File: config.mk
export PLATFORM = sky130hd
export DESIGN_NAME = vandiag_top
export DESIGN_NICKNAME = d
export VERILOG_FILES = /design/src/hdl/vandiag_pkg.sv /design/src/hdl/vandiag_top.sv
export VERILOG_INCLUDE_DIRS = /design/src /design/src/hdl
export SDC_FILE = /design/constraint.sdc
export NUM_CORES = 1
export LEC_CHECK = 0
export BUFFER_PORTS_ARGS = -buffer_cell sky130_fd_sc_hd__buf_4
export CORE_UTILIZATION = 50
export CTS_BUF_LIST = sky130_fd_sc_hd__clkbuf_16
export CTS_CLUSTER_SIZE = 16
export DETAILED_ROUTE_END_ITERATION = 16
export PLACE_DENSITY_LB_ADDON = 0.25
export SLEW_MARGIN = 5
export SYNTH_ARGS = -nofsm -noshare
export SYNTH_HDL_FRONTEND = slang
export SYNTH_SLANG_ARGS = --single-unit
File: constraint.sdc
create_clock -name clk -period 11.5 [get_ports clk]
set_clock_uncertainty 0.2 [all_clocks]
set_input_delay 2.3 -clock clk [delete_from_list [all_inputs] [get_ports clk]]
set_output_delay 2.3 -clock clk [all_outputs]
set_load 0.03 [all_outputs]
File: src/hdl/vandiag_defines.svh
`ifndef VANDIAG_DEFINES_SVH
`define VANDIAG_DEFINES_SVH

// register offsets (byte addresses of the plain register port)
`define VD_ADDR_CTRL 4'h0
`define VD_ADDR_STATUS 4'h4
`define VD_ADDR_CMD 4'h8
// control register fields
`define VD_CTRL_DIV_LSB 4
`define VD_CTRL_MODE_HI 3
`define VD_CTRL_MODE_LO 2
`define VD_CTRL_TIPEN 1
`define VD_CTRL_DIVEN 0
`define VD_CTRL_RESET 8'h00
// control register 2 fields (mode inputs that the table does not hold)
`define VD_CTRL_PULSED 7
// command register fields
`define VD_CMD_MANUAL 0
`define VD_CMD_FRAME_FAIL 1
// status register fields
`define VD_STAT_MISMATCH 2
`define VD_STAT_HI 1
`define VD_STAT_LO 0
// timing counts
`define VD_FILT_SAMPLES 3'h5
`define VD_SUBSLOT 4'hf
`define VD_EDGE_LIMIT 3'h4
`define VD_DOM_LIMIT 4'h8
`define VD_DIV_BASE 22'h000040
`define VD_FILT_DELAY 2'h2

`endif

File: src/hdl/vandiag_pkg.sv
`default_nettype none
package vandiag_pkg;
    typedef enum logic [3:0] {
        VD_NOMINAL = 4'b0001,
        VD_DEG_A = 4'b0010,
        VD_DEG_B = 4'b0100,
        VD_MAJOR = 4'b1000
    } vandiag_state_t;
    typedef logic [1:0] vandiag_sel_t;
endpackage : vandiag_pkg
`default_nettype wire

File: src/hdl/vandiag_top.sv
// Overview of operation
// RULE_01: three receive inputs: differential and two single-wire receivers.
// RULE_02: one-wire failure enters degraded mode, routing the healthy single wire.
// RULE_03: failing wire working again returns to nominal, differential reconnected.
// RULE_04: both wires failed gives the major error state.
// RULE_05: fault_state_hi/lo always report state: 00 nominal, 01/10 degraded, 11 major.
// RULE_06: in major error alternate single wires once per diagnosis period.
// RULE_07: mismatch flag set when any one input differs from the others.
// RULE_08: mismatch flag cleared only by idle return pulse or reset.
// RULE_09: inputs filtered, transition accepted after five equal sixteenth-slot samples.
// RULE_10: four edges on one single wire, none on other: silent one faulty.
// RULE_11: fewer than four edges on selected input per period: major error.
// RULE_12: while transmitting dominant, wire seen recessive is faulty, dominant one good.
// RULE_13: eight consecutive dominant timeslots: major error.
// RULE_14: frame failure or no transitions between two ticks are failure causes.
// RULE_15: idle return pulse at end of frame returns forced modes to nominal.
// RULE_16: automatic mode returns to nominal after two fault-free period ticks.
// RULE_17: period tick from timeslot divider or manual command.
// RULE_18: tx window asserted at transmission start for each access kind.
// RULE_19: tx window dropped after end of frame, lost arbitration or violation.
// RULE_20: no tx window for acknowledge-only; tx diagnosis only when enabled.
// RULE_21: two-bit select: 00 diff, 01 wire b, 10 wire a, 11 automatic.
// RULE_22: divider divides timeslot clock by 64 times two to a four-bit code.
// RULE_23: software holds the manual tick at least two timeslot clocks.
// RULE_24: pulsed coding receives on differential only, diagnosis inactive.
// RULE_25: edge window restarts on each tick; reset returns to clean nominal.
//
// The address-and-strobe port and the register offsets were left to the implementer.
`include "vandiag_defines.svh"
`default_nettype none
module vandiag_top #(
    parameter int DIV_CODE_W = 4
) (
    input wire logic clk,
    input wire logic reset_n,
    input wire logic clk_en,
    input wire logic slot_tick,
    input wire logic [3:0] reg_addr,
    input wire logic [7:0] reg_wdata,
    input wire logic reg_wr,
    input wire logic reg_rd,
    output logic [7:0] reg_rdata,
    input wire logic diff_rx_in,
    input wire logic single_wire_rx_a,
    input wire logic single_wire_rx_b,
    input wire logic line_tx_out,
    input wire logic tx_start,
    input wire logic tx_ack_only,
    input wire logic tx_stop,
    input wire logic end_of_frame,
    output logic rx_data_out,
    output logic fault_state_hi,
    output logic fault_state_lo,
    output logic input_mismatch_flag,
    output logic idle_return_pulse,
    output logic diag_period_tick,
    output logic tx_active_window
);
    import vandiag_pkg::*;

    logic [7:0] ctrl_q;
    logic pulsed_q;
    vandiag_state_t state_q;
    logic [3:0] sub_q;
    logic samp;
    logic [2:0] raw;
    logic [2:0] filt_q;
    logic [2:0] filt_prev_q;
    logic [2:0] edge_v;
    logic [2:0] cnt_q [3];
    logic [21:0] div_q;
    logic [1:0] man_q;
    logic tick_req;
    logic [2:0] ecnt_a_q;
    logic [2:0] ecnt_b_q;
    logic [2:0] ecnt_sel_q;
    logic [3:0] dom_q;
    logic [1:0] tx_dly_q;
    logic [1:0] clean_q;
    logic alt_q;
    logic frame_fail_q;
    logic fault_seen_q;
    vandiag_sel_t sel_mode;
    logic sel_in;
    logic automatic_mode;
    logic diag_on;

    assign sel_mode = {ctrl_q[`VD_CTRL_MODE_HI], ctrl_q[`VD_CTRL_MODE_LO]};
    assign automatic_mode = (sel_mode == 2'b11);
    assign diag_on = !pulsed_q; // RULE_24
    assign samp = slot_tick || (sub_q == `VD_SUBSLOT);
    assign raw = {single_wire_rx_b, single_wire_rx_a, diff_rx_in}; // RULE_01

    function automatic logic [21:0] div_limit(input logic [3:0] code);
        div_limit = `VD_DIV_BASE << code; // RULE_22
    endfunction : div_limit

    // register port: writes and one-cycle-late read data
    always_ff @(posedge clk or negedge reset_n) begin
        if (!reset_n) begin
            ctrl_q <= `VD_CTRL_RESET;
            pulsed_q <= 1'b0;
        end else if (clk_en && reg_wr) begin
            if (reg_addr == `VD_ADDR_CTRL) begin
                ctrl_q <= reg_wdata;
            end
            if (reg_addr == `VD_ADDR_STATUS) begin
                pulsed_q <= reg_wdata[`VD_CTRL_PULSED];
            end
        end
    end

    always_ff @(posedge clk or negedge reset_n) begin
        if (!reset_n) begin
            reg_rdata <= 8'h00;
        end else if (clk_en) begin
            reg_rdata <= 8'h00;
            if (reg_rd && reg_addr == `VD_ADDR_CTRL) begin
                reg_rdata <= ctrl_q;
            end else if (reg_rd && reg_addr == `VD_ADDR_STATUS) begin
                reg_rdata <= {pulsed_q, 4'h0, input_mismatch_flag,
                              fault_state_hi, fault_state_lo};
            end
        end
    end

    // sixteenth-of-timeslot sampling strobe, realigned on each slot
    always_ff @(posedge clk or negedge reset_n) begin
        if (!reset_n) begin
            sub_q <= 4'h0;
        end else if (clk_en) begin
            sub_q <= slot_tick ? 4'h0 : sub_q + 4'h1;
        end
    end

    // per-input glitch filter
    for (genvar i = 0; i < 3; i++) begin : g_filt
        always_ff @(posedge clk or negedge reset_n) begin
            if (!reset_n) begin
                filt_q[i] <= 1'b1;
                cnt_q[i] <= 3'h0;
            end else if (clk_en && samp) begin
                if (raw[i] == filt_q[i]) begin
                    cnt_q[i] <= 3'h0;
                end else if (cnt_q[i] == `VD_FILT_SAMPLES - 3'h1) begin
                    filt_q[i] <= raw[i]; // RULE_09
                    cnt_q[i] <= 3'h0;
                end else begin
                    cnt_q[i] <= cnt_q[i] + 3'h1;
                end
            end
        end
    end

    always_ff @(posedge clk or negedge reset_n) begin
        if (!reset_n) begin
            filt_prev_q <= 3'b111;
        end else if (clk_en) begin
            filt_prev_q <= filt_q;
        end
    end
    assign edge_v = filt_q ^ filt_prev_q;

    // diagnosis period tick: divider or manual command
    always_ff @(posedge clk or negedge reset_n) begin
        if (!reset_n) begin
            div_q <= 22'h0;
            man_q <= 2'b00;
        end else if (clk_en) begin
            if (reg_wr && reg_addr == `VD_ADDR_CMD) begin
                man_q <= {man_q[0], reg_wdata[`VD_CMD_MANUAL]};
            end else begin
                man_q <= {man_q[0], 1'b0};
            end
            if (!ctrl_q[`VD_CTRL_DIVEN]) begin
                div_q <= 22'h0;
            end else if (slot_tick) begin
                div_q <= (div_q >= div_limit(ctrl_q[7:4]) - 22'h1) ? 22'h0 : div_q + 22'h1;
            end
        end
    end
    assign tick_req = (ctrl_q[`VD_CTRL_DIVEN] && slot_tick && div_q == 22'h0)
                      || (man_q == 2'b01); // RULE_17

    always_ff @(posedge clk or negedge reset_n) begin
        if (!reset_n) begin
            diag_period_tick <= 1'b0;
        end else if (clk_en) begin
            diag_period_tick <= tick_req;
        end
    end

    // idle return pulse: only outside automatic mode
    always_ff @(posedge clk or negedge reset_n) begin
        if (!reset_n) begin
            idle_return_pulse <= 1'b0;
        end else if (clk_en) begin
            idle_return_pulse <= end_of_frame && !automatic_mode; // RULE_15
        end
    end

    // transmission window
    always_ff @(posedge clk or negedge reset_n) begin
        if (!reset_n) begin
            tx_active_window <= 1'b0;
        end else if (clk_en) begin
            if (!ctrl_q[`VD_CTRL_TIPEN] || tx_stop || end_of_frame) begin
                tx_active_window <= 1'b0; // RULE_19
            end else if (tx_start && !tx_ack_only) begin
                tx_active_window <= 1'b1; // RULE_18 RULE_20
            end
        end
    end

    // mismatch flag: set wins over clear
    always_ff @(posedge clk or negedge reset_n) begin
        if (!reset_n) begin
            input_mismatch_flag <= 1'b0;
        end else if (clk_en) begin
            if (diag_on && !(filt_q == 3'b000 || filt_q == 3'b111)) begin
                input_mismatch_flag <= 1'b1; // RULE_07
            end else if (idle_return_pulse) begin
                input_mismatch_flag <= 1'b0; // RULE_08
            end
        end
    end

    // edge counters per diagnosis period
    always_ff @(posedge clk or negedge reset_n) begin
        if (!reset_n) begin
            ecnt_a_q <= 3'h0;
            ecnt_b_q <= 3'h0;
            ecnt_sel_q <= 3'h0;
        end else if (clk_en) begin
            // the idle return restarts the window too, or stale counts re-degrade at once
            if (diag_period_tick || idle_return_pulse) begin
                ecnt_a_q <= 3'h0; // RULE_25
                ecnt_b_q <= 3'h0;
                ecnt_sel_q <= 3'h0;
            end else begin
                if (edge_v[1] && ecnt_a_q != `VD_EDGE_LIMIT) ecnt_a_q <= ecnt_a_q + 3'h1;
                if (edge_v[2] && ecnt_b_q != `VD_EDGE_LIMIT) ecnt_b_q <= ecnt_b_q + 3'h1;
                if ((rx_data_out != sel_in) && ecnt_sel_q != `VD_EDGE_LIMIT) begin
                    ecnt_sel_q <= ecnt_sel_q + 3'h1; // RULE_11
                end
            end
        end
    end

    // consecutive dominant timeslots on the selected input
    always_ff @(posedge clk or negedge reset_n) begin
        if (!reset_n) begin
            dom_q <= 4'h0;
        end else if (clk_en && slot_tick) begin
            if (sel_in) begin
                dom_q <= 4'h0;
            end else if (dom_q != `VD_DOM_LIMIT) begin
                dom_q <= dom_q + 4'h1; // RULE_13
            end
        end
    end

    // transmit data delayed to line up with the filters
    always_ff @(posedge clk or negedge reset_n) begin
        if (!reset_n) begin
            tx_dly_q <= 2'b11;
        end else if (clk_en && slot_tick) begin
            tx_dly_q <= {tx_dly_q[0], line_tx_out};
        end
    end

    always_ff @(posedge clk or negedge reset_n) begin
        if (!reset_n) begin
            frame_fail_q <= 1'b0;
        end else if (clk_en) begin
            if (reg_wr && reg_addr == `VD_ADDR_CMD && reg_wdata[`VD_CMD_FRAME_FAIL]) begin
                frame_fail_q <= 1'b1; // RULE_14
            end else if (diag_period_tick) begin
                frame_fail_q <= 1'b0;
            end
        end
    end

    // diagnosis state machine
    always_ff @(posedge clk or negedge reset_n) begin
        if (!reset_n) begin
            state_q <= VD_NOMINAL; // RULE_25
            clean_q <= 2'b00;
            fault_seen_q <= 1'b0;
        end else if (clk_en) begin
            if (!diag_on) begin
                state_q <= VD_NOMINAL;
            end else if (dom_q == `VD_DOM_LIMIT || frame_fail_q) begin
                state_q <= VD_MAJOR; // RULE_13 RULE_14
                fault_seen_q <= 1'b1;
            end else if (idle_return_pulse) begin
                state_q <= VD_NOMINAL; // RULE_15 RULE_03
            end else if (diag_period_tick) begin
                // tick first: a stale edge count at the tick only restarts the window
                fault_seen_q <= 1'b0;
                if (ecnt_sel_q < `VD_EDGE_LIMIT) begin
                    state_q <= VD_MAJOR; // RULE_11 RULE_14
                    clean_q <= 2'b00;
                end else if (automatic_mode) begin
                    clean_q <= {clean_q[0], !fault_seen_q};
                    if (clean_q[0] && !fault_seen_q) begin
                        state_q <= VD_NOMINAL; // RULE_16 RULE_03
                    end
                end
            end else if (tx_active_window && tx_dly_q != 2'b11 && filt_q[1] != filt_q[2]) begin
                // a recessive wire under our own dominant drive is the faulty one
                state_q <= filt_q[1] ? VD_DEG_A : VD_DEG_B; // RULE_12
                fault_seen_q <= 1'b1;
            end else if (ecnt_b_q == `VD_EDGE_LIMIT && ecnt_a_q == 3'h0) begin
                state_q <= (state_q == VD_DEG_B) ? VD_MAJOR : VD_DEG_A; // RULE_02 RULE_10
                fault_seen_q <= 1'b1;
            end else if (ecnt_a_q == `VD_EDGE_LIMIT && ecnt_b_q == 3'h0) begin
                state_q <= (state_q == VD_DEG_A) ? VD_MAJOR : VD_DEG_B; // RULE_04 RULE_10
                fault_seen_q <= 1'b1;
            end
        end
    end

    always_ff @(posedge clk or negedge reset_n) begin
        if (!reset_n) begin
            alt_q <= 1'b0;
        end else if (clk_en && diag_period_tick && state_q == VD_MAJOR) begin
            alt_q <= !alt_q; // RULE_06
        end
    end

    // input selection
    always_comb begin
        sel_in = diff_rx_in;
        if (pulsed_q) begin
            sel_in = filt_q[0]; // RULE_24
        end else begin
            case (sel_mode) // RULE_21
                2'b00: sel_in = filt_q[0];
                2'b01: sel_in = filt_q[2];
                2'b10: sel_in = filt_q[1];
                default: begin
                    case (state_q)
                        VD_NOMINAL: sel_in = filt_q[0];
                        VD_DEG_A: sel_in = filt_q[2]; // RULE_02
                        VD_DEG_B: sel_in = filt_q[1];
                        VD_MAJOR: sel_in = alt_q ? filt_q[2] : filt_q[1]; // RULE_06
                        default: sel_in = filt_q[0];
                    endcase
                end
            endcase
        end
    end

    always_ff @(posedge clk or negedge reset_n) begin
        if (!reset_n) begin
            rx_data_out <= 1'b1;
            fault_state_hi <= 1'b0;
            fault_state_lo <= 1'b0;
        end else if (clk_en) begin
            rx_data_out <= sel_in;
            fault_state_hi <= (state_q == VD_DEG_B) || (state_q == VD_MAJOR); // RULE_05
            fault_state_lo <= (state_q == VD_DEG_A) || (state_q == VD_MAJOR); // RULE_05
        end
    end

    property p_mismatch_set;
        @(posedge clk) disable iff (!reset_n)
        (clk_en && diag_on && filt_q == 3'b001) |=> input_mismatch_flag;
    endproperty
    a_mismatch_set: assert property (p_mismatch_set) else $error("mismatch not flagged"); // RULE_07

    property p_mismatch_hold;
        @(posedge clk) disable iff (!reset_n)
        (input_mismatch_flag && !idle_return_pulse) |=> input_mismatch_flag;
    endproperty
    a_mismatch_hold: assert property (p_mismatch_hold) else $error("flag lost"); // RULE_08

    property p_major_code;
        @(posedge clk) disable iff (!reset_n)
        (clk_en && state_q == VD_MAJOR) |=> (fault_state_hi && fault_state_lo);
    endproperty
    a_major_code: assert property (p_major_code) else $error("major code wrong"); // RULE_05

    property p_dom_major;
        @(posedge clk) disable iff (!reset_n)
        (clk_en && diag_on && dom_q == `VD_DOM_LIMIT) |=> state_q == VD_MAJOR;
    endproperty
    a_dom_major: assert property (p_dom_major) else $error("no major on dominant"); // RULE_13

    property p_ri_auto;
        @(posedge clk) disable iff (!reset_n)
        (clk_en && automatic_mode) |=> !idle_return_pulse;
    endproperty
    a_ri_auto: assert property (p_ri_auto) else $error("pulse in auto mode"); // RULE_15

    property p_ack_only;
        @(posedge clk) disable iff (!reset_n)
        (clk_en && !tx_active_window && tx_ack_only) |=> !tx_active_window;
    endproperty
    a_ack_only: assert property (p_ack_only) else $error("window on ack"); // RULE_20

    property p_stop;
        @(posedge clk) disable iff (!reset_n)
        (clk_en && tx_stop) |=> !tx_active_window;
    endproperty
    a_stop: assert property (p_stop) else $error("window not dropped"); // RULE_19

    property p_pulsed;
        @(posedge clk) disable iff (!reset_n)
        (clk_en && pulsed_q) |=> (state_q == VD_NOMINAL);
    endproperty
    a_pulsed: assert property (p_pulsed) else $error("diagnosis active in pulsed"); // RULE_24

endmodule : vandiag_top
`default_nettype wire

==> results.yml, run 1 <==
synthesis:
  synth_area_leader_cell: "dfrtp_1"
  yosysTopAreaCellShare: 0.3685
  synth_ff_type: "dfrtp_1"
  ys_ff_latch: 89
  yosysUniqueCellTypes: 65
  synth_edf_count: 0
  synth_area_leaders: "dfrtp_1, ha_1, mux2_2"
  yosysSeqAreaShare: 0.4120
  avgSynthCellArea_um2: 9.224
  syn_nets: 649
  yosysMostFrequentCell: "dfrtp_1"
  synth_area_um2: 5433
  syn_inst: 589
  synth_commonest_cells: "dfrtp_1, nand3_1, nand2_1"
  yosysWarningCount: 0
  async_reset_ff_frac: 1.000
worst_setup_path:
  cp-end-kind: "flip-flop"
  crit_arrival_ns: 4.58
  rrSetupSlack_ns: 7.09
  r2r_start: "ctrl_q[7]"
  crit_path_start: "clk_en"
  crit_type: "primary input to flip-flop"
  path_max_fanout: 58
  worstRegToRegCells: 14
  start_kind: "primary input"
  crit_required_ns: 11.58
  reg2reg_to: "div_q[15]"
  crit_end: "div_q[15]"
grt:
  grt_pass1_wl_um: 20640
  antenna_found_initial: 0
  grt_overflow: 0
  grt_util_all_layers: 0.2291
  grt_start_max_net_pins: 80
  grt_pass1_vias: 4396
sta:
  slew_headroom: 0.3321
  slew_viol_final: 0
  finalWorstSetupSlack_ns: 7.001
  finalCritPeriodShare: 0.3912
  rsz0062_at_grt: "false"
  fin_setup_tns_ns: 0
  finalCriticalPeriod_ns: 4.499
  worstMarginPinSlew_ns: 1.002
  holdWs_ns: 0.3028
  fmax_ghz: 0.2223
  hold_viol_final: 0
  setup_viol: 0
clock_tree:
  cts_max_level: 3
  cts-root-buf: "clkbuf_16"
  cts_resized: 0
  postCtsSetupRepairBufs: 0
  cts_sinks: 89
  cts_buffers: 9
  insertion_delay_ns: 0.34
  clock_path_buffers: 2
  clk_pin_slew_ns: 0.07
  hold_buffers: 0
  cts_tree: "yes"
layout:
  areaGrowthSynthToFinish_pct: 12.67
  layout.nets: 677
  fin_area_um2: 6121
  n_antenna_cell: 0
  drive_gt1_frac: 0.1833
floorplan:
  die_h_um: 106.2
  die_w_um: 106.2
  io_pins: 41
  coreArea_um2: 10420
  fp-row-count: 37
  start_util: 0.5216
  dieArea_um2: 11290
placed_design:
  dp_hpwl_um: 8691
  place_ws_ns: 6.677
  port_buffers: 40
  gp_congestion: 0.7942
  placement.cell_area_um2: 5802
status:
  status: "finished, final reports clean"
route:
  antenna_left: 0
  drt_iter0_drc: 258
  drt_wl_total_um: 12430
  route.detailed.drc: 0
  first_pass_iters: 5
  post_drt_wl_per_cell_um: 16.40
  viasPerCell: 6.034
  vias: 4574
flow_run:
  cap_violations: 0
hold_path:
  hold_class: "flip-flop to flip-flop"
power:
  power_uw: 1166
  ir_drop_mv: 0.1271
  powerDensity_nw_per_um2: 190.5
  p_leak_uw: 0.002642
metal layers:
layer / part of all wire / track usage
met1: 0.43 / 0.2825
met5: 0 / 0
met2: 0.51 / 0.4054
met3: 0.039 / 0.04108
met4: 0.016 / 0.07044
report_power, final:
group          switching [uW]  internal, uW
clock network             128           190
registers                87.1           390
logic                     203           168
area by class of cell:
class	instances	area, um2
repair buffers	43	322.8
fillers	924	4295
flip-flops and latches	89	2238
clock buffers	9	225.2
clock inverters	7	93.84
inverters	42	157.7
well taps	136	170.2
multi-input cells	432	2913
cells in the final DEF, fill, tap and decap left out, types with 4 or more instances in the layout:
cell       instances
buf_4             43
or3_1              7
nand2_1           54
dfrtp_1           80
o311ai_0           9
and3_1             7
a22o_1             5
inv_1             43
mux2i_1            4
mux2_2            26
or2_2              5
xnor2_1           12
a21oi_1           30
ha_1              34
a22oi_1           11
nand3_1           55
dfstp_2            9
nor4_1             6
clkbuf_16          9
o22ai_1            6
nor3_1            14
nand3b_1           4
o21ai_0           36
nor2_1            33
o21a_1             4
nand4_1            6
metrics by stage:
step,instances,utilization
floorplan,589,-
global placement,742,0.5570
detailed placement,742,0.5570
CTS,758,0.5876
global route,758,0.5876
finish,758,0.5876
worst max-delay path, cell delays in order:
cell and delay (ns):
buf_4 0.44, and2_1 0.30, nand2_1 0.10, or3_1 0.37
nor3_2 0.42, buf_4 0.34, o311a_1 0.20, a221o_1 0.10
sequential cells by signal (all words and copies together) (netlist names), 2 cells and up:
name and cells:
tx_dly_q 2, reg_rdata 8, ctrl_q 8, ecnt_a_q 3, man_q 2, state_q 4
ecnt_sel_q 3, cnt_q 9, dom_q 4, sub_q 4, filt_prev_q 2, div_q 22
filt_q 3, ecnt_b_q 3
how the worst min path moves through the flow:
stage	from	to	slack (ns)	depth (start not counted)
finish	cnt_q[8]	cnt_q[8]	0.30	1
global route	alt_q	alt_q	0.33	1
CTS	cnt_q[8]	cnt_q[8]	0.31	1
detailed placement	alt_q	alt_q	0.27	1
global placement	alt_q	alt_q	0.27	1
floorplan	alt_q	alt_q	0.25	1
cell families after synthesis:
family	after synthesis	synth area share
multiplexers	30	0.06126
adder cells (fa/ha/maj)	34	0.07831
AO/OA/AOI/OAI	135	0.1677
XOR/XNOR	15	0.02418
AND/OR/NAND/NOR	217	0.2041
other	1	0.0006903
buffers and inverters	68	0.05182
flip-flops	89	0.4120
Power figures use the tool's default switching activity.
==> inputs of run 2 (changes only) <==
--- a/config.mk
+++ b/config.mk
@@ -6,6 +6,7 @@
 export SDC_FILE = /design/constraint.sdc
 export NUM_CORES = 1
 export LEC_CHECK = 0
+export ABC_AREA = 1
 export BUFFER_PORTS_ARGS = -buffer_cell sky130_fd_sc_hd__buf_4
 export CORE_UTILIZATION = 50
 export CTS_BUF_LIST = sky130_fd_sc_hd__clkbuf_16
==> constraint.sdc (replaced) <==
create_clock -name clk -period 3.6 [get_ports clk]
set_clock_uncertainty 0.2 [all_clocks]
set_input_delay 0.72 -clock clk [delete_from_list [all_inputs] [get_ports clk]]
set_output_delay 0.72 -clock clk [all_outputs]
set_load 0.03 [all_outputs]
==> run 2 against run 1 <==
Against the previous run: final area is 0.27% higher; clock power grew to 2.8 times the previous value; synthesized cell count is 18% higher; first-iteration DRC count is 8.9% lower; critical path type is now flip-flop to flip-flop; largest cell class unchanged; largest power group unchanged.
==> results.yml, run 2 <==
layout:
  n_antenna_cell: 0
  final_util: 0.5866
  finalNonFillerCells: 872
  areaGrowthSynthToFinish_pct: 12.45
  drive_gt1_frac: 0.1332
  reg_top3: "div_q: 22 flops, cnt_q: 9 flops"
  layout_commonest_cell: "nand2_1"
  layout.nets: 791
  top_register: "div_q"
  largest_reg_flops: 22
  final_cell_mix: "nand2_1, inv_1, dfrtp_1"
hold_path:
  min_to: "filt_prev_q[2]"
  holdCritStartpoint: "filt_prev_q[2]"
  hold_class: "flip-flop to flip-flop"
  hold_path_depth: 2
worst_setup_path:
  reg2reg_to: "div_q[0]"
  path_common_cell: "inv_1"
  critPathTopFamily: "simple AND/OR/NAND/NOR gates"
  path_max_fanout: 22
  worstRegToRegCells: 17
  rrSetupSlack_ns: 0.36
  worst-path-buf-inv: 5
  r2r_start: "ctrl_q[7]"
  crit_type: "flip-flop to flip-flop"
  start_kind: "flip-flop"
  cp_cell_sequence: "nor3_1, inv_1, nor2_1, inv_1, ha_1, inv_1, a21oi_1, xor2_1, ha_1, nand2_1, inv_1, nand3_1, nor2_1, o21ai_0, nand4_1, buf_4, a21oi_1"
  slowest_stage: "dfrtp_1"
  cp-end-kind: "flip-flop"
  crit_required_ns: 3.61
  crit_arrival_ns: 3.25
  slowest_delay_ns: 0.47
synthesis:
  ys_ff_latch: 89
  yosysMostFrequentCell: "nand2_1"
  synth_area_leaders: "dfrtp_1, nand2_1, ha_1"
  yosysTopAreaCellShare: 0.3668
  synth_edf_count: 0
  synth_area_leader_cell: "dfrtp_1"
  yosysWarningCount: 0
  yosysUniqueCellTypes: 39
  avgSynthCellArea_um2: 7.876
  synth_ff_type: "dfrtp_1"
  syn_inst: 693
  synth_commonest_cells: "nand2_1, inv_1, dfrtp_1"
  async_reset_ff_frac: 1.000
  yosysSeqAreaShare: 0.4101
  syn_nets: 753
  synth_area_um2: 5458
sta:
  finalCritPeriodShare: 0.8993
  slew_headroom: 0.2713
  rsz0062_at_grt: "false"
  fmax_ghz: 0.3089
  worstMarginPinSlew_ns: 1.093
  setup_viol: 0
  hold_viol_final: 0
  slew_viol_final: 0
  fin_setup_tns_ns: 0
  finalCriticalPeriod_ns: 3.237
clock_tree:
  cts_resized: 0
  cts_sinks: 89
  insertion_delay_ns: 0.34
  cts-root-buf: "clkbuf_16"
  cts_buffers: 9
  cts_max_level: 3
  cts_tree: "yes"
  postCtsSetupRepairBufs: 0
  clock_path_buffers: 2
  clk_pin_slew_ns: 0.07
  hold_buffers: 0
power:
  power_uw: 3637
  p_leak_uw: 0.002953
  powerDensity_nw_per_um2: 592.6
  ir_drop_mv: 0.2709
route:
  first_pass_iters: 4
  post_drt_wl_per_cell_um: 14.59
  drt_wl_total_um: 12730
  vias: 4746
  route.detailed.drc: 0
  drt_iter0_drc: 235
  antenna_left: 0
  viasPerCell: 5.443
floorplan:
  die_h_um: 106.5
  die_w_um: 106.5
  coreArea_um2: 10460
  start_util: 0.5216
  io_pins: 41
  fp-row-count: 37
  dieArea_um2: 11340
grt:
  grt_pass1_wl_um: 21980
  grt_start_max_net_pins: 88
  grt_overflow: 0
  grt_pass1_vias: 4824
  grt_util_all_layers: 0.2445
  antenna_found_initial: 0
flow_run:
  cap_violations: 0
placed_design:
  gp_congestion: 0.9049
  dp_cells: 856
  dp_hpwl_um: 9434
  port_buffers: 40
status:
  status: "finished, final reports clean"
[run 2: cell count changes after synthesis, sizes merged, moves of 8 or more]
cell    delta
o311ai     -9
o22ai     +20
xor2      +15
inv       +65
nand4     +11
nor2      +42
o21ai     +17
nand3     -19
and3       -9
a22oi     -11
clkbuf    -16
nand2     +83
mux2      -23
or3        -8
[run 2: tightest hold or removal path: stages (launching register included)]
cell,delay (ns)
dfstp_2,0.38
nand2_1,0.06
nand2_1,0.05
[run 2: final cells by class]
| class | count | area, um2 |
|---|---|---|
| clock buffers | 9 | 225.2 |
| clock inverters | 7 | 45.04 |
| fillers | 959 | 4325 |
| inverters | 107 | 401.6 |
| multi-input cells | 482 | 2741 |
| flip-flops and latches | 89 | 2238 |
| well taps | 136 | 170.2 |
| repair buffers | 42 | 315.3 |
[run 2: worst max-delay path by stage]
stage / startpoint / end / slack [ns] / cells after the start
2_1_floorplan: ctrl_q[7] / div_q[2] / 0.74 / 18
3_3_place_gp: ctrl_q[7] / div_q[3] / 0.57 / 17
3_5_place_dp: ctrl_q[7] / div_q[0] / 0.44 / 17
4_1_cts: ctrl_q[7] / div_q[0] / 0.38 / 17
5_1_grt: ctrl_q[7] / div_q[9] / 0.02 / 17
6_report: ctrl_q[7] / div_q[0] / 0.36 / 17
[run 2: report_power, final]
group	switching (uW)	internal, uW
sequential	255	1270
clock	414	467
combinational	767	467
[run 2: logic make-up (layout without fill, tap and decap cells)]
family,after synthesis,after routing,share of synthesized area
other,1,1,0.0006871
muxes,3,3,0.006189
and+or+nand+nor,293,293,0.2469
adders and majority gates,34,34,0.07795
AOI/OAI and AO/OA,128,128,0.1337
xor gates and xnor gates,23,23,0.03691
DFF,89,89,0.4101
buffers and inverters,122,165,0.08757
[run 2: routing by layer]
layer,global-route usage,vias to the layer above,routed length (um)
met5,0,-,0
met4,0.07436,0,303
li1,-,2373,-
met2,0.4337,104,6269
met1,0.2996,2243,5676
met3,0.04660,26,475
[run 2: metrics by stage]
stage	cell area, um2	worst slack, ns	hold WS, ns
CTS	6137	0.3809	0.2815
global placement	5867	0.5749	0.2557
detailed placement	5867	0.4443	0.2649
finish	6137	0.3625	0.2815
global route	6137	0.02174	0.2954
floorplan	5458	0.7376	0.2244
==> inputs of run 3 (changes only) <==
--- a/config.mk
+++ b/config.mk
@@ -12,7 +12,7 @@
 export CTS_BUF_LIST = sky130_fd_sc_hd__clkbuf_16
 export CTS_CLUSTER_SIZE = 16
 export DETAILED_ROUTE_END_ITERATION = 16
-export PLACE_DENSITY_LB_ADDON = 0.25
+export PLACE_DENSITY = 0.71
 export SLEW_MARGIN = 5
 export SYNTH_ARGS = -nofsm -noshare
 export SYNTH_HDL_FRONTEND = slang
==> run 3 against run 2 <==
Against the previous run: via count grew 1.2%; hold slack lost 0.050 ns; wire length grew 1.0%; sequential share of layout area shrank 0.16 points; first-iteration DRC count grew 7.2%; final area grew 0.45%; global-route usage grew 0.052 points; critical path depth is the same; combinational power is essentially flat; clock power grew 4.4%; non-clock buffer count grew 1; critical endpoint is now div_q[1]; largest cell class unchanged.
==> results.yml, run 3 (synthesis results as in run 2) <==
layout:
  final_cell_mix: "nand2_1, inv_1, dfrtp_1"
  reg_top3: "div_q: 22 flops, cnt_q: 9 flops"
  drive_gt1_frac: 0.1370
  layout.nets: 792
  top_register: "div_q"
  n_antenna_cell: 0
  finalNonFillerCells: 873
  areaGrowthSynthToFinish_pct: 12.95
  layout_commonest_cell: "nand2_1"
  fin_area_um2: 6165
  fillCellCount: 979
  largest_reg_flops: 22
sta:
  rsz0062_at_grt: "false"
  finalWorstSetupSlack_ns: 0.3505
  fmax_ghz: 0.3077
  finalCritPeriodShare: 0.9027
  setup_viol: 0
  finalCriticalPeriod_ns: 3.250
  fin_setup_tns_ns: 0
  slew_viol_final: 0
  hold_viol_final: 0
  worstMarginPinSlew_ns: 0.7475
  slew_headroom: 0.5017
clock_tree:
  postCtsSetupRepairBufs: 0
  insertion_delay_ns: 0.34
  cts_max_level: 3
  cts_sinks: 89
  cts_buffers: 9
  cts-root-buf: "clkbuf_16"
  clock_path_buffers: 2
  hold_buffers: 0
  clk_pin_slew_ns: 0.07
  cts_resized: 0
  cts_tree: "yes"
status:
  status: "finished, final reports clean"
power:
  powerDensity_nw_per_um2: 596.4
  ir_drop_mv: 0.2778
  p_leak_uw: 0.002967
floorplan:
  die_w_um: 106.5
  start_util: 0.5216
  coreArea_um2: 10460
  die_h_um: 106.5
  io_pins: 41
  fp-row-count: 37
  dieArea_um2: 11340
worst_setup_path:
  r2r_start: "ctrl_q[7]"
  start_kind: "flip-flop"
  crit_type: "flip-flop to flip-flop"
  worstRegToRegCells: 17
  reg2reg_to: "div_q[1]"
  crit_required_ns: 3.60
  crit_arrival_ns: 3.25
  path_max_fanout: 22
  rrSetupSlack_ns: 0.35
  cp-end-kind: "flip-flop"
placed_design:
  dp_cells: 857
  port_buffers: 40
  placement.cell_area_um2: 5874
  place_ws_ns: 0.3951
  dp_hpwl_um: 9683
  gp_congestion: 0.9095
flow_run:
  cap_violations: 0
grt:
  grt_pass1_wl_um: 21830
  grt_pass1_vias: 4817
  grt_util_all_layers: 0.2450
  grt_start_max_net_pins: 58
  antenna_found_initial: 0
  grt_overflow: 0
route:
  drt-met1-wl_um: 5575
  drt_iter0_drc: 252
  wl_met2_um: 6418
  first_pass_iters: 5
  dr.max_layer_used: "met4"
  vias: 4803
  route.detailed.drc: 0
  drt_wl_total_um: 12860
  met3_length_um: 547
  viasPerCell: 5.502
  antenna_left: 0
  post_drt_wl_per_cell_um: 14.73
hold_path:
  hold_class: "primary input to async pin"
==> run 3: power by group <==
part | switching, uW | leakage (uW) | total, uW | internal [uW]
Combinational | 769 | 0.00169 | 1240 | 468
Clock | 435 | 0.000141 | 921 | 487
Sequential | 253 | 0.00114 | 1520 | 1270
Total | 1460 | 0.00297 | 3680 | 2220
==> run 3: layer usage <==
layer,track usage,vias up
met5,0,-
met4,0.09883,0
met2,0.4263,114
met1,0.2923,2284
met3,0.05518,27
li1,-,2378
==> run 3: layout make-up <==
type | count | area (um2) | area share
multi-input cells | 482 | 2741 | 0.4447
flip-flops and latches | 89 | 2238 | 0.3631
inverters | 107 | 401.6 | 0.06515
repair buffers | 43 | 322.8 | 0.05236
clock buffers | 9 | 225.2 | 0.03653
well taps | 136 | 170.2 | 0.02760
clock inverters | 7 | 65.06 | 0.01055
==> run 3: how the worst max path moves through the flow <==
| stage | from | to | slack [ns] |
|---|---|---|---|
| 2_1_floorplan | ctrl_q[7] | div_q[2] | 0.74 |
| 3_3_place_gp | ctrl_q[7] | div_q[19] | 0.57 |
| 3_5_place_dp | ctrl_q[7] | div_q[2] | 0.40 |
| 4_1_cts | ctrl_q[7] | div_q[2] | 0.39 |
| 5_1_grt | ctrl_q[7] | div_q[1] | 0.02 |
| 6_report | ctrl_q[7] | div_q[1] | 0.35 |
==> run 3: stage by stage <==
stage                     utilization  hold slack [ns]  total power (uW)
after floorplan                     -           0.2244              2405
after global placement         0.5615           0.2533              2685
after detailed placement       0.5615           0.2603              2763
after CTS                      0.5892           0.2578              3701
after global routing           0.5892           0.2860              3952
final                          0.5892           0.2312              3677
==> run 3: worst max-delay path, cell delays in order, from the launching register on <==
cell	delay, ns
dfrtp_1	0.47
nor3_1	0.34
inv_1	0.12
nor2_1	0.16
inv_1	0.07
ha_1	0.24
inv_1	0.11
a21oi_1	0.06
xor2_1	0.15
ha_1	0.28
nand2_1	0.05
inv_1	0.06
nand3_1	0.09
nor2_1	0.15
nand3_1	0.09
nand4_1	0.09
buf_4	0.27
o22ai_1	0.12
